--- config.mk ---
export PLATFORM = sky130hd
export DESIGN_NAME = pll_clock_source_config
export DESIGN_NICKNAME = d
export VERILOG_FILES = /design/src/hdl/pll_clock_source_config.v
export VERILOG_INCLUDE_DIRS = /design/src /design/src/include
export SDC_FILE = /design/constraint.sdc
export NUM_CORES = 1
export LEC_CHECK = 0
export CAP_MARGIN = 20
export CORE_ASPECT_RATIO = 0.9
export CORE_UTILIZATION = 27
export DETAILED_ROUTE_END_ITERATION = 7
export DONT_BUFFER_PORTS = 1
export GPL_TIMING_DRIVEN = 1
export PLACE_DENSITY = 0.36
export SLEW_MARGIN = 20
export SYNTH_ARGS = -nofsm -noshare
export SYNTH_HDL_FRONTEND = slang
export SYNTH_SLANG_ARGS = --single-unit
--- constraint.sdc ---
create_clock -name aclk -period 3.8 [get_ports aclk]
set_input_delay 0.76 -clock aclk [delete_from_list [all_inputs] [get_ports aclk]]
set_output_delay 0.76 -clock aclk [all_outputs]
set_load 0.1 [all_outputs]
--- src/include/pll_clock_source_config_defines.vh ---
// Register map, field positions and reset values of the clock source block
`ifndef PLL_CLOCK_SOURCE_CONFIG_DEFINES_VH
`define PLL_CLOCK_SOURCE_CONFIG_DEFINES_VH

// Register indices; byte address is four times the index
`define IDX_PLL_CTRL 12'h010
`define IDX_ABP_CTRL 12'h017
`define IDX_CAL_CTRL 12'h018
`define IDX_POSTDIV 12'h1e0
`define IDX_ROUTING 12'h1e1
`define IDX_UPDATE 12'h232
`define IDX_STATUS 12'h233

// Loop control fields
`define PWR_LSB 0
`define CP_LSB 4
`define POL_BIT 7
`define PWR_NORMAL 2'h0
`define PWR_OFF 2'h1
`define CP_HIGHZ 3'h0
`define CP_NORMAL 3'h1
`define CP_PUMP_UP 3'h2
`define CP_PUMP_DOWN 3'h3

// Routing fields
`define BYPASS_BIT 0
`define SRC_SEL_BIT 1

// Reset values
`define PLL_CTRL_RESET 8'h01
`define ABP_RESET 2'h0
`define POSTDIV_RESET 3'h2
`define ROUTING_RESET 2'h0

// Post-divider codes: ratio is code plus two
`define POSTDIV_MAX_CODE 3'h4
`define POSTDIV_OFFSET 3'h2

`endif

--- src/hdl/pll_clock_source_config.v ---
// Clock source routing, post-divider and loop setup with AXI4-Lite registers
`include "pll_clock_source_config_defines.vh"

// Operation
// - After reset the loop sits in power-down, power field reads off code.
// - Writing normal code to power field powers the loop on.
// - Post-divider selects ratios two through six.
// - Bypass clear feeds distribution from post-divider output; reset state.
// - Bypass set feeds selected source straight to distribution.
// - Source select clear picks external clock input; reset state.
// - Source select set picks internal oscillator.
// - Reset restores power, divider, bypass and source defaults.
// - Polarity bit clear is positive, set is negative.
// - With external oscillator the internal oscillator stays powered off.
// - External oscillator clock input feeds the feedback prescaler; it is held low with source select set.
// - Post-divider path always divides by at least two.
// - Two-bit field sets anti-backlash pulse width.
// - Detector compares reference and feedback counters, drives difference.
// - Polarity matters only with external oscillator.
// - Charge pump mode: high impedance, normal, pump up, pump down.
module pll_clock_source_config (
    // Clock and reset
    input wire aclk,
    input wire aresetn,
    // AXI4-Lite write address
    input wire [13:0] s_axi_awaddr,
    input wire s_axi_awvalid,
    output wire s_axi_awready,
    // AXI4-Lite write data
    input wire [31:0] s_axi_wdata,
    input wire [3:0] s_axi_wstrb,
    input wire s_axi_wvalid,
    output wire s_axi_wready,
    // AXI4-Lite write response
    output reg [1:0] s_axi_bresp,
    output reg s_axi_bvalid,
    input wire s_axi_bready,
    // AXI4-Lite read address
    input wire [13:0] s_axi_araddr,
    input wire s_axi_arvalid,
    output wire s_axi_arready,
    // AXI4-Lite read data
    output reg [31:0] s_axi_rdata,
    output reg [1:0] s_axi_rresp,
    output reg s_axi_rvalid,
    input wire s_axi_rready,
    // Clock sources, asynchronous to aclk
    input wire ext_clk_in,
    input wire int_osc_in,
    // Detector inputs from reference and feedback counters
    input wire ref_cnt_out,
    input wire fb_cnt_out,
    // Routing and loop outputs
    output wire dist_clk,
    output reg loop_power_on,
    output reg int_osc_power_on,
    output wire prescaler_clk,
    output reg [2:0] active_cp_mode,
    output reg [1:0] active_abp_width,
    output reg detector_up,
    output reg detector_down,
    output reg cal_start,
    output reg cal_reset
);

    // Buffer registers
    reg [7:0] buf_pll_ctrl;
    reg [1:0] buf_abp;
    reg buf_cal;
    reg [2:0] buf_postdiv;
    reg [1:0] buf_routing;
    // Active registers
    reg [7:0] act_pll_ctrl;
    reg [2:0] act_postdiv;
    reg [1:0] act_routing;
    reg act_cal;

    // Synchronisers
    reg ext_meta, ext_sync, osc_meta, osc_sync;
    reg ref_meta, ref_sync, fb_meta, fb_sync;
    reg ref_prev, fb_prev;

    // Post-divider
    reg [2:0] div_cnt;
    reg div_out;
    reg src_prev;
    reg dist_q;
    reg prescaler_q;

    // AXI write capture
    reg aw_held, w_held;
    reg [11:0] aw_idx;
    reg [31:0] w_data;
    reg [3:0] w_strb;

    wire src_clk;
    wire [2:0] ratio_m1;
    wire do_write;
    wire [11:0] ar_idx;

    function [2:0] legal_code;
        input [2:0] code;
        begin
            if (code > `POSTDIV_MAX_CODE)
                legal_code = `POSTDIV_MAX_CODE;
            else
                legal_code = code;
        end
    endfunction

    function mapped;
        input [11:0] idx;
        begin
            mapped = (idx == `IDX_PLL_CTRL) || (idx == `IDX_ABP_CTRL) ||
                (idx == `IDX_CAL_CTRL) || (idx == `IDX_POSTDIV) ||
                (idx == `IDX_ROUTING) || (idx == `IDX_UPDATE) ||
                (idx == `IDX_STATUS);
        end
    endfunction

    assign s_axi_awready = !aw_held && !s_axi_bvalid;
    assign s_axi_wready = !w_held && !s_axi_bvalid;
    assign do_write = aw_held && w_held && !s_axi_bvalid;
    assign s_axi_arready = !s_axi_rvalid;
    assign ar_idx = s_axi_araddr[13:2];

    // Write path: address and data accepted in either order
    always @(posedge aclk) begin
        if (!aresetn) begin
            aw_held <= 1'b0;
            w_held <= 1'b0;
            aw_idx <= 12'h000;
            w_data <= 32'h00000000;
            w_strb <= 4'h0;
            s_axi_bvalid <= 1'b0;
            s_axi_bresp <= 2'h0;
        end else begin
            if (s_axi_awvalid && s_axi_awready) begin
                aw_held <= 1'b1;
                aw_idx <= s_axi_awaddr[13:2];
            end
            if (s_axi_wvalid && s_axi_wready) begin
                w_held <= 1'b1;
                w_data <= s_axi_wdata;
                w_strb <= s_axi_wstrb;
            end
            if (do_write) begin
                aw_held <= 1'b0;
                w_held <= 1'b0;
                s_axi_bvalid <= 1'b1;
                s_axi_bresp <= mapped(aw_idx) ? 2'h0 : 2'h2;
            end else if (s_axi_bvalid && s_axi_bready) begin
                s_axi_bvalid <= 1'b0;
            end
        end
    end

    // Buffer and active registers
    always @(posedge aclk) begin
        if (!aresetn) begin
            buf_pll_ctrl <= `PLL_CTRL_RESET;
            buf_abp <= `ABP_RESET;
            buf_cal <= 1'b0;
            buf_postdiv <= `POSTDIV_RESET;
            buf_routing <= `ROUTING_RESET;
            act_pll_ctrl <= `PLL_CTRL_RESET;
            act_postdiv <= `POSTDIV_RESET;
            act_routing <= `ROUTING_RESET;
            act_cal <= 1'b0;
            active_abp_width <= `ABP_RESET;
            cal_start <= 1'b0;
            cal_reset <= 1'b0;
        end else begin
            cal_start <= 1'b0;
            cal_reset <= 1'b0;
            if (do_write && w_strb[0]) begin
                case (aw_idx)
                    `IDX_PLL_CTRL: buf_pll_ctrl <= w_data[7:0];
                    `IDX_ABP_CTRL: buf_abp <= w_data[1:0];
                    `IDX_CAL_CTRL: buf_cal <= w_data[0];
                    `IDX_POSTDIV: buf_postdiv <= w_data[2:0];
                    `IDX_ROUTING: buf_routing <= w_data[1:0];
                    `IDX_UPDATE: begin
                        if (w_data[0]) begin
                            act_pll_ctrl <= buf_pll_ctrl;
                            act_postdiv <= legal_code(buf_postdiv);
                            act_routing <= buf_routing;
                            active_abp_width <= buf_abp;
                            act_cal <= buf_cal;
                            // Calibration runs on a committed 0 to 1 step
                            cal_start <= buf_cal && !act_cal;
                            cal_reset <= !buf_cal;
                        end
                    end
                    default: begin
                    end
                endcase
            end
        end
    end

    // Read path; update bit self-clears so reads as zero
    always @(posedge aclk) begin
        if (!aresetn) begin
            s_axi_rvalid <= 1'b0;
            s_axi_rdata <= 32'h00000000;
            s_axi_rresp <= 2'h0;
        end else if (s_axi_arvalid && s_axi_arready) begin
            s_axi_rvalid <= 1'b1;
            s_axi_rresp <= mapped(ar_idx) ? 2'h0 : 2'h2;
            case (ar_idx)
                `IDX_PLL_CTRL: s_axi_rdata <= {24'h000000, buf_pll_ctrl};
                `IDX_ABP_CTRL: s_axi_rdata <= {30'h00000000, buf_abp};
                `IDX_CAL_CTRL: s_axi_rdata <= {31'h00000000, buf_cal};
                `IDX_POSTDIV: s_axi_rdata <= {29'h00000000, buf_postdiv};
                `IDX_ROUTING: s_axi_rdata <= {30'h00000000, buf_routing};
                `IDX_STATUS: s_axi_rdata <= {16'h0000, act_pll_ctrl,
                    1'b0, act_postdiv, act_cal, loop_power_on,
                    act_routing};
                default: s_axi_rdata <= 32'h00000000;
            endcase
        end else if (s_axi_rvalid && s_axi_rready) begin
            s_axi_rvalid <= 1'b0;
        end
    end

    // Source synchronisers
    always @(posedge aclk) begin
        if (!aresetn) begin
            ext_meta <= 1'b0;
            ext_sync <= 1'b0;
            osc_meta <= 1'b0;
            osc_sync <= 1'b0;
            ref_meta <= 1'b0;
            ref_sync <= 1'b0;
            fb_meta <= 1'b0;
            fb_sync <= 1'b0;
            ref_prev <= 1'b0;
            fb_prev <= 1'b0;
        end else begin
            ext_meta <= ext_clk_in;
            ext_sync <= ext_meta;
            osc_meta <= int_osc_in;
            osc_sync <= osc_meta;
            ref_meta <= ref_cnt_out;
            ref_sync <= ref_meta;
            fb_meta <= fb_cnt_out;
            fb_sync <= fb_meta;
            ref_prev <= ref_sync;
            fb_prev <= fb_sync;
        end
    end

    assign src_clk = act_routing[`SRC_SEL_BIT] ?
        osc_sync : ext_sync;
    assign ratio_m1 = act_postdiv + 3'h1;
    // Both clock outputs leave from flip-flops so a mux change cannot glitch
    assign dist_clk = dist_q;
    assign prescaler_clk = prescaler_q;

    // Post-divider counts source rising edges; ratio is code plus two
    always @(posedge aclk) begin
        if (!aresetn) begin
            src_prev <= 1'b0;
            div_cnt <= 3'h0;
            div_out <= 1'b0;
            dist_q <= 1'b0;
            prescaler_q <= 1'b0;
        end else begin
            src_prev <= src_clk;
            dist_q <= act_routing[`BYPASS_BIT] ?
                src_clk : div_out;
            prescaler_q <= act_routing[`SRC_SEL_BIT] ?
                1'b0 : ext_sync;
            if (src_clk && !src_prev) begin
                if (div_cnt >= ratio_m1) begin
                    div_cnt <= 3'h0;
                    div_out <= 1'b1;
                end else begin
                    div_cnt <= div_cnt + 3'h1;
                    if ({div_cnt, 1'b0} + 4'h2 >= {1'b0, ratio_m1} + 4'h1)
                        div_out <= 1'b0;
                end
            end
        end
    end

    // Loop power, charge pump mode and detector
    always @(posedge aclk) begin
        if (!aresetn) begin
            loop_power_on <= 1'b0;
            int_osc_power_on <= 1'b0;
            active_cp_mode <= `CP_HIGHZ;
            detector_up <= 1'b0;
            detector_down <= 1'b0;
        end else begin
            loop_power_on <=
                act_pll_ctrl[`PWR_LSB+1:`PWR_LSB] == `PWR_NORMAL;
            int_osc_power_on <= loop_power_on &&
                act_routing[`SRC_SEL_BIT];
            active_cp_mode <= loop_power_on ?
                act_pll_ctrl[`CP_LSB+2:`CP_LSB] : `CP_HIGHZ;
            detector_up <= 1'b0;
            detector_down <= 1'b0;
            if (loop_power_on) begin
                case (act_pll_ctrl[`CP_LSB+2:`CP_LSB])
                    `CP_PUMP_UP: detector_up <= 1'b1;
                    `CP_PUMP_DOWN: detector_down <= 1'b1;
                    `CP_NORMAL: begin
                        // Leading counter edge decides direction; polarity
                        // flips only for an external oscillator
                        if ((ref_sync && !ref_prev) !=
                            (fb_sync && !fb_prev)) begin
                            if ((ref_sync && !ref_prev) ^
                                (act_pll_ctrl[`POL_BIT] &&
                                !act_routing[`SRC_SEL_BIT]))
                                detector_up <= 1'b1;
                            else
                                detector_down <= 1'b1;
                        end
                    end
                    default: begin
                    end
                endcase
            end
        end
    end

endmodule

### After elaboration in Yosys (flattened, before gate mapping)

Cells that the tools add are included.
Widths: inputs -> output; s select.

* bits of input ports: 75
* register bits: 119

* reductions and logical operators: 53
* multiplexer cells: 19
* bitwise operators: 2
* equality and inequality tests: 18
* magnitude comparators: 3
* add/subtract/negate cells: 4

Operators by type and width (count)
* $pmux 16 s6: 1
* $eq 12x5->1 const B: 6
* $eq 12x10->1 const B: 4
* $eq 12x9->1 const B: 4
* $logic_and 1x1->1: 16
* $reduce_and 2->1: 7
* $logic_or 1x1->1: 12
* $mux 1: 12
* $logic_not 1->1: 10
* $add 3x1->3 const B: 2
* $eq 3x2->1 const B: 2
* $mux 3: 2
* $reduce_bool 2->1: 3
* $add 3x1->4 const B: 1
* $add 4x2->4 const B: 1
* $ge 4x4->1: 1
* $mux 2: 2
* $pmux 1 s2: 2
* $reduce_and 4->1: 1
* $reduce_or 2->1: 2
* $eq 3x1->1 const B: 1
* $ge 3x3->1: 1
* $gt 3x3->1 const B: 1
* $reduce_and 3->1: 1
* 4 further kinds: 4

### Logic depth before layout (Yosys ltp)

* word-level depth: 8
* gate-level depth with buffers: 9
* gate-level depth less buffers: 9

### Least setup slack after synthesis

OpenSTA, ideal clock, no wires.

* kind: register to register
* start: register s_axi_bvalid
* end: register aw_idx[0]
* cell stages (with the launch flop): 6
* library setup time: 0.070 ns
* period minus slack after synthesis: 2.982 ns
* data required time: 3.730 ns
* data arrival time: 2.912 ns
* slack: 0.818 ns
* cell sequence: dfxtp_1 -> nor2_1 -> and2_1 -> clkbuf_1 -> nand2_1 -> a21oi_1

* word-level cells in the longest chain between the ends: 3

Ends and longest elaborated chain
* from (decl): RTL line pll_clock_source_config.v:36 `output reg s_axi_bvalid,`
* from (signal assigned): RTL line pll_clock_source_config.v:135 `s_axi_bvalid <= 1'b0;`
* from (signal assigned): RTL line pll_clock_source_config.v:150 `s_axi_bvalid <= 1'b1;`
* from (signal assigned): RTL line pll_clock_source_config.v:153 `s_axi_bvalid <= 1'b0;`
* $logic_not 1->1: RTL line pll_clock_source_config.v:121 `assign s_axi_awready = !aw_held && !s_axi_bvalid;`
* $logic_and 1x1->1: RTL line pll_clock_source_config.v:121
* net s_axi_awready: RTL line pll_clock_source_config.v:28 `output wire s_axi_awready,`
* $logic_and 1x1->1: RTL line pll_clock_source_config.v:138 `if (s_axi_awvalid && s_axi_awready) begin`
* to (signal assigned): RTL line pll_clock_source_config.v:140 `aw_idx <= s_axi_awaddr[13:2];`
* to (decl): RTL line pll_clock_source_config.v:92 `reg [11:0] aw_idx;`

The timed path passes the listed nets, and every way through them passes these cells.
A chain may end at the register's enable or synchronous reset.

### Worst setup path after layout

* start: register s_axi_rvalid
* end: output port s_axi_arready

* word-level cells in the longest chain between the ends: 1

Ends and longest elaborated chain
* from (decl): RTL line pll_clock_source_config.v:45 `output reg s_axi_rvalid,`
* from (signal assigned): RTL line pll_clock_source_config.v:205 `s_axi_rvalid <= 1'b0;`
* from (signal assigned): RTL line pll_clock_source_config.v:209 `s_axi_rvalid <= 1'b1;`
* from (signal assigned): RTL line pll_clock_source_config.v:223 `s_axi_rvalid <= 1'b0;`
* $logic_not 1->1: RTL line pll_clock_source_config.v:124 `assign s_axi_arready = !s_axi_rvalid;`
* to (decl): RTL line pll_clock_source_config.v:41 `output wire s_axi_arready,`

Every way passes these cells.

==> impl_metrics.tcl <==
set metrics [dict create \
    inserted_clock_buffers 9 \
    rows 44 \
    crit_chain "buf_4 -> inv_1" \
    syn_area_um2 4460 \
    avgRoutedWirePerCell_um 17.4 \
    final-setup-viol-count 0 \
    overall_global_routing_usage_pct 15.3 \
    placed_area_um2 4550 \
    crit_family "buffers and inverters" \
    io_buffer_count 0 \
    worstSkewPairLatency_ns 0.36 \
    grt_use_met1_pct 21.4 \
    die_h_um 124 \
    vdd_drop_max_mv 0.217 \
    worst_ep_required_time_ns 3.04 \
    synth.yosys.seq_area_share_pct 45.3 \
    end_kind "output port" \
    detail_route.drc_violations 0 \
    yosys.cell_count.top_type "sky130_fd_sc_hd__dfxtp_1" \
    clock_skew_ns 0.00898 \
    outcome "finished, final reports clean" \
    layout-drive-gt1-share_pct 7.54 \
    final_hold_viol_count 0 \
    globalRouteOverflowTotal 0 \
    hold_class "flop to flop" \
    stdcell_area_um2 4850 \
    area_share_of_the_leading_cell_type_in_the_synthesized_netlist_pct 45.3 \
    wl_mm 12.4 \
    synth.avg_cell_area_um2 8.67 \
    die_area_um2 17000 \
    tritoncts_clock_tree "built" \
    cp-start-kind "flop" \
    vias_per_cell 5.06 \
    drtIter0Drc 191 \
    achievable_clock_frequency_mhz 432 \
    drt-pass1-iter-count 5 \
    synthDistinctLibCells 61 \
    cts.reportedPaths.clkPinSlew_ns 0.07 \
    synth_area_leader_cell "sky130_fd_sc_hd__dfxtp_1" \
    grt_first_pass_wirelength_mm 19.7 \
    gp_routability_congestion 0.726 \
    worst_hold_path.num_cells 1 \
    layout_overhead_on_the_synthesized_area_pct 8.66 \
    netlist_top_cells_area "sky130_fd_sc_hd__dfxtp_1 45%, sky130_fd_sc_hd__a21oi_1 7.7%, sky130_fd_sc_hd__nand2_1 5.0%" \
    post-cts-setup-buffers 0 \
    power.leakage_uw 0.00168 \
    fill_cells 1723 \
    globalRouteMet2Util_pct 22.2 \
    cts_resized 0 \
    critPathKind "flop to output port" \
    overall_power_of_the_completed_layout_uw 2340 \
    postSynthRegisterBits 101 \
    slew_viol_final 0 \
    rsz0062_at_grt "false" \
    worst-slew-pin-transition_ns 1.02 \
    fp.coreArea_um2 16100 \
    initial_core_util_pct 27.7 \
    antenna_cells 0 \
    synth_enable_flop_cells 0 \
    synth.top_cells.by_count "101 x sky130_fd_sc_hd__dfxtp_1, 69 x sky130_fd_sc_hd__a21oi_1, 60 x sky130_fd_sc_hd__nand2_1" \
    drtAntennaViolNets 0 \
    timing.max_slew.rel_slack_pct 31.6 \
    num_vias 3598 \
    dieWidth_um 138 \
    dp_slack_ns 1.52 \
    setup-tns-final_ns 0 \
    critical_path_peak_fanout 4 \
    min_period_over_period_pct 61.0 \
    path_buf_inv 2 \
    grt_max_degree 39 \
    grt_antenna_before_repair 0 \
    powerDensity_nw_per_um2 483 \
    finish.utilization_pct 30.1 \
    worst_slack_ns 1.48 \
    layout_min_cycle_time_ns 2.32 \
    globalRouteMet3Util_pct 4.48 \
    critPathMaxStageDelay_ns 0.63 \
    cts.sinks 101 \
    worstSetupPathDepth 2 \
    top_usage_layer "met2" \
    cp.arrival_ns 1.56 \
    async_reset_ff_share_pct 0 \
    clk_path_buf_depth 2 \
    yosysWarnings 0 \
    design.final.nets 582 \
    synthCells 515 \
    h-tree-depth 3 \
    clk_root_buffer_cell "sky130_fd_sc_hd__clkbuf_16" \
    detailed_place_hpwl_mm 8.69 \
    max_cap_violations 0 \
    grt_pass1_vias 3566 \
    reg2reg_depth 9 \
    dominantRegCellSynth "sky130_fd_sc_hd__dfxtp_1" \
    io-pin-count 129 \
    slowest_stage "sky130_fd_sc_hd__inv_1" \
    postCtsHoldBufs 0 \
]
## registers in the layout, summed over array words and instances (netlist names), 3 cells and up
name            cells
buf_postdiv         3
buf_pll_ctrl        8
w_data              8
active_cp_mode      3
s_axi_rdata        16
aw_idx             12
act_postdiv         3
div_cnt             3
act_pll_ctrl        8
## stage by stage
step | cells | hold slack [ns]
6_report | 711 | 0.434
5_1_grt | 711 | 0.455
3_5_place_dp | 696 | 0.423
3_3_place_gp | 696 | 0.414
4_1_cts | 711 | 0.439
2_1_floorplan | 532 | 0.412
## layout make-up
class	instances	area, um^2	share of cell area, %
inverter	9	33.8	0.697
clock buffer	9	225	4.64
multi-input combinational	371	2180	44.9
sequential	101	2020	41.7
tap	207	259	5.34
timing repair buffer	8	60.1	1.24
clock inverter	6	71.3	1.47
## worst paths after layout
check	start	endpoint	slack, ns
max	s_axi_rvalid$_SDFFE_PN0P_	s_axi_arready	1.48
min	osc_meta$_SDFF_PN0_	osc_sync$_SDFF_PN0_	0.43
max reg2reg	act_postdiv[0]$_SDFFE_PN0P_	div_out$_SDFFE_PN0P_	1.51
min reg2reg	osc_meta$_SDFF_PN0_	osc_sync$_SDFF_PN0_	0.43
## cells in the final DEF, fill, tap and decap left out, types with 3 or more instances in the layout
| master | netlist | layout |
|---|---|---|
| sky130_fd_sc_hd__a211oi_1 | 5 | 5 |
| sky130_fd_sc_hd__a21oi_1 | 69 | 69 |
| sky130_fd_sc_hd__a31oi_1 | 6 | 6 |
| sky130_fd_sc_hd__and2_1 | 17 | 17 |
| sky130_fd_sc_hd__and3_1 | 7 | 7 |
| sky130_fd_sc_hd__and4_1 | 4 | 4 |
| sky130_fd_sc_hd__and4b_1 | 3 | 3 |
| sky130_fd_sc_hd__buf_4 | 18 | 8 |
| sky130_fd_sc_hd__clkbuf_16 | 0 | 9 |
| sky130_fd_sc_hd__conb_1 | 1 | 18 |
| sky130_fd_sc_hd__dfxtp_1 | 101 | 100 |
| sky130_fd_sc_hd__ha_1 | 7 | 7 |
| sky130_fd_sc_hd__inv_1 | 7 | 7 |
| sky130_fd_sc_hd__mux2i_1 | 6 | 6 |
| sky130_fd_sc_hd__nand2_1 | 60 | 60 |
| sky130_fd_sc_hd__nand2b_1 | 7 | 7 |
| sky130_fd_sc_hd__nand3_1 | 29 | 29 |
| sky130_fd_sc_hd__nand4_1 | 20 | 20 |
| sky130_fd_sc_hd__nand4b_1 | 4 | 4 |
| sky130_fd_sc_hd__nor2_1 | 10 | 8 |
| sky130_fd_sc_hd__nor2b_1 | 6 | 6 |
| sky130_fd_sc_hd__nor3_1 | 5 | 5 |
| sky130_fd_sc_hd__nor3b_1 | 4 | 4 |
| sky130_fd_sc_hd__nor4_1 | 5 | 5 |
| sky130_fd_sc_hd__o21ai_0 | 34 | 34 |
| sky130_fd_sc_hd__o31ai_1 | 8 | 8 |
| sky130_fd_sc_hd__or3_1 | 3 | 3 |
| sky130_fd_sc_hd__xnor2_1 | 3 | 3 |
## routing by layer
layer  up-vias  wire length (um)
li1       1786                 -
met1      1691              6270
met2       106              5020
met3        15               856
met4         0               234
met5         -                 0
## worst reg2reg max path: stages (launching register included)
cell	delay (ns)
sky130_fd_sc_hd__dfxtp_1	0.45
sky130_fd_sc_hd__ha_1	0.20
sky130_fd_sc_hd__xor2_1	0.21
sky130_fd_sc_hd__inv_1	0.08
sky130_fd_sc_hd__or3_1	0.32
sky130_fd_sc_hd__ha_1	0.30
sky130_fd_sc_hd__a21o_1	0.10
sky130_fd_sc_hd__a31oi_1	0.03
sky130_fd_sc_hd__o311a_1	0.28
sky130_fd_sc_hd__a31o_2	0.21
## where the power goes
| group | internal [uW] | switching (uW) |
|---|---|---|
| Combinational | 46.1 | 192 |
| Clock | 515 | 427 |
| Sequential | 1090 | 75.0 |
| Total | 1650 | 695 |
## cells by family after synthesis
logic type,count (synthesis),share of synthesized area [%]
xor+xnor,5,0.981
mux,7,1.60
compound gates,135,17.0
other cells,1,0.0840
fa+ha+maj,8,2.19
buf+inv,60,7.46
simple gates,198,25.4
flops,101,45.3
(Power assumes the default switching activity.)
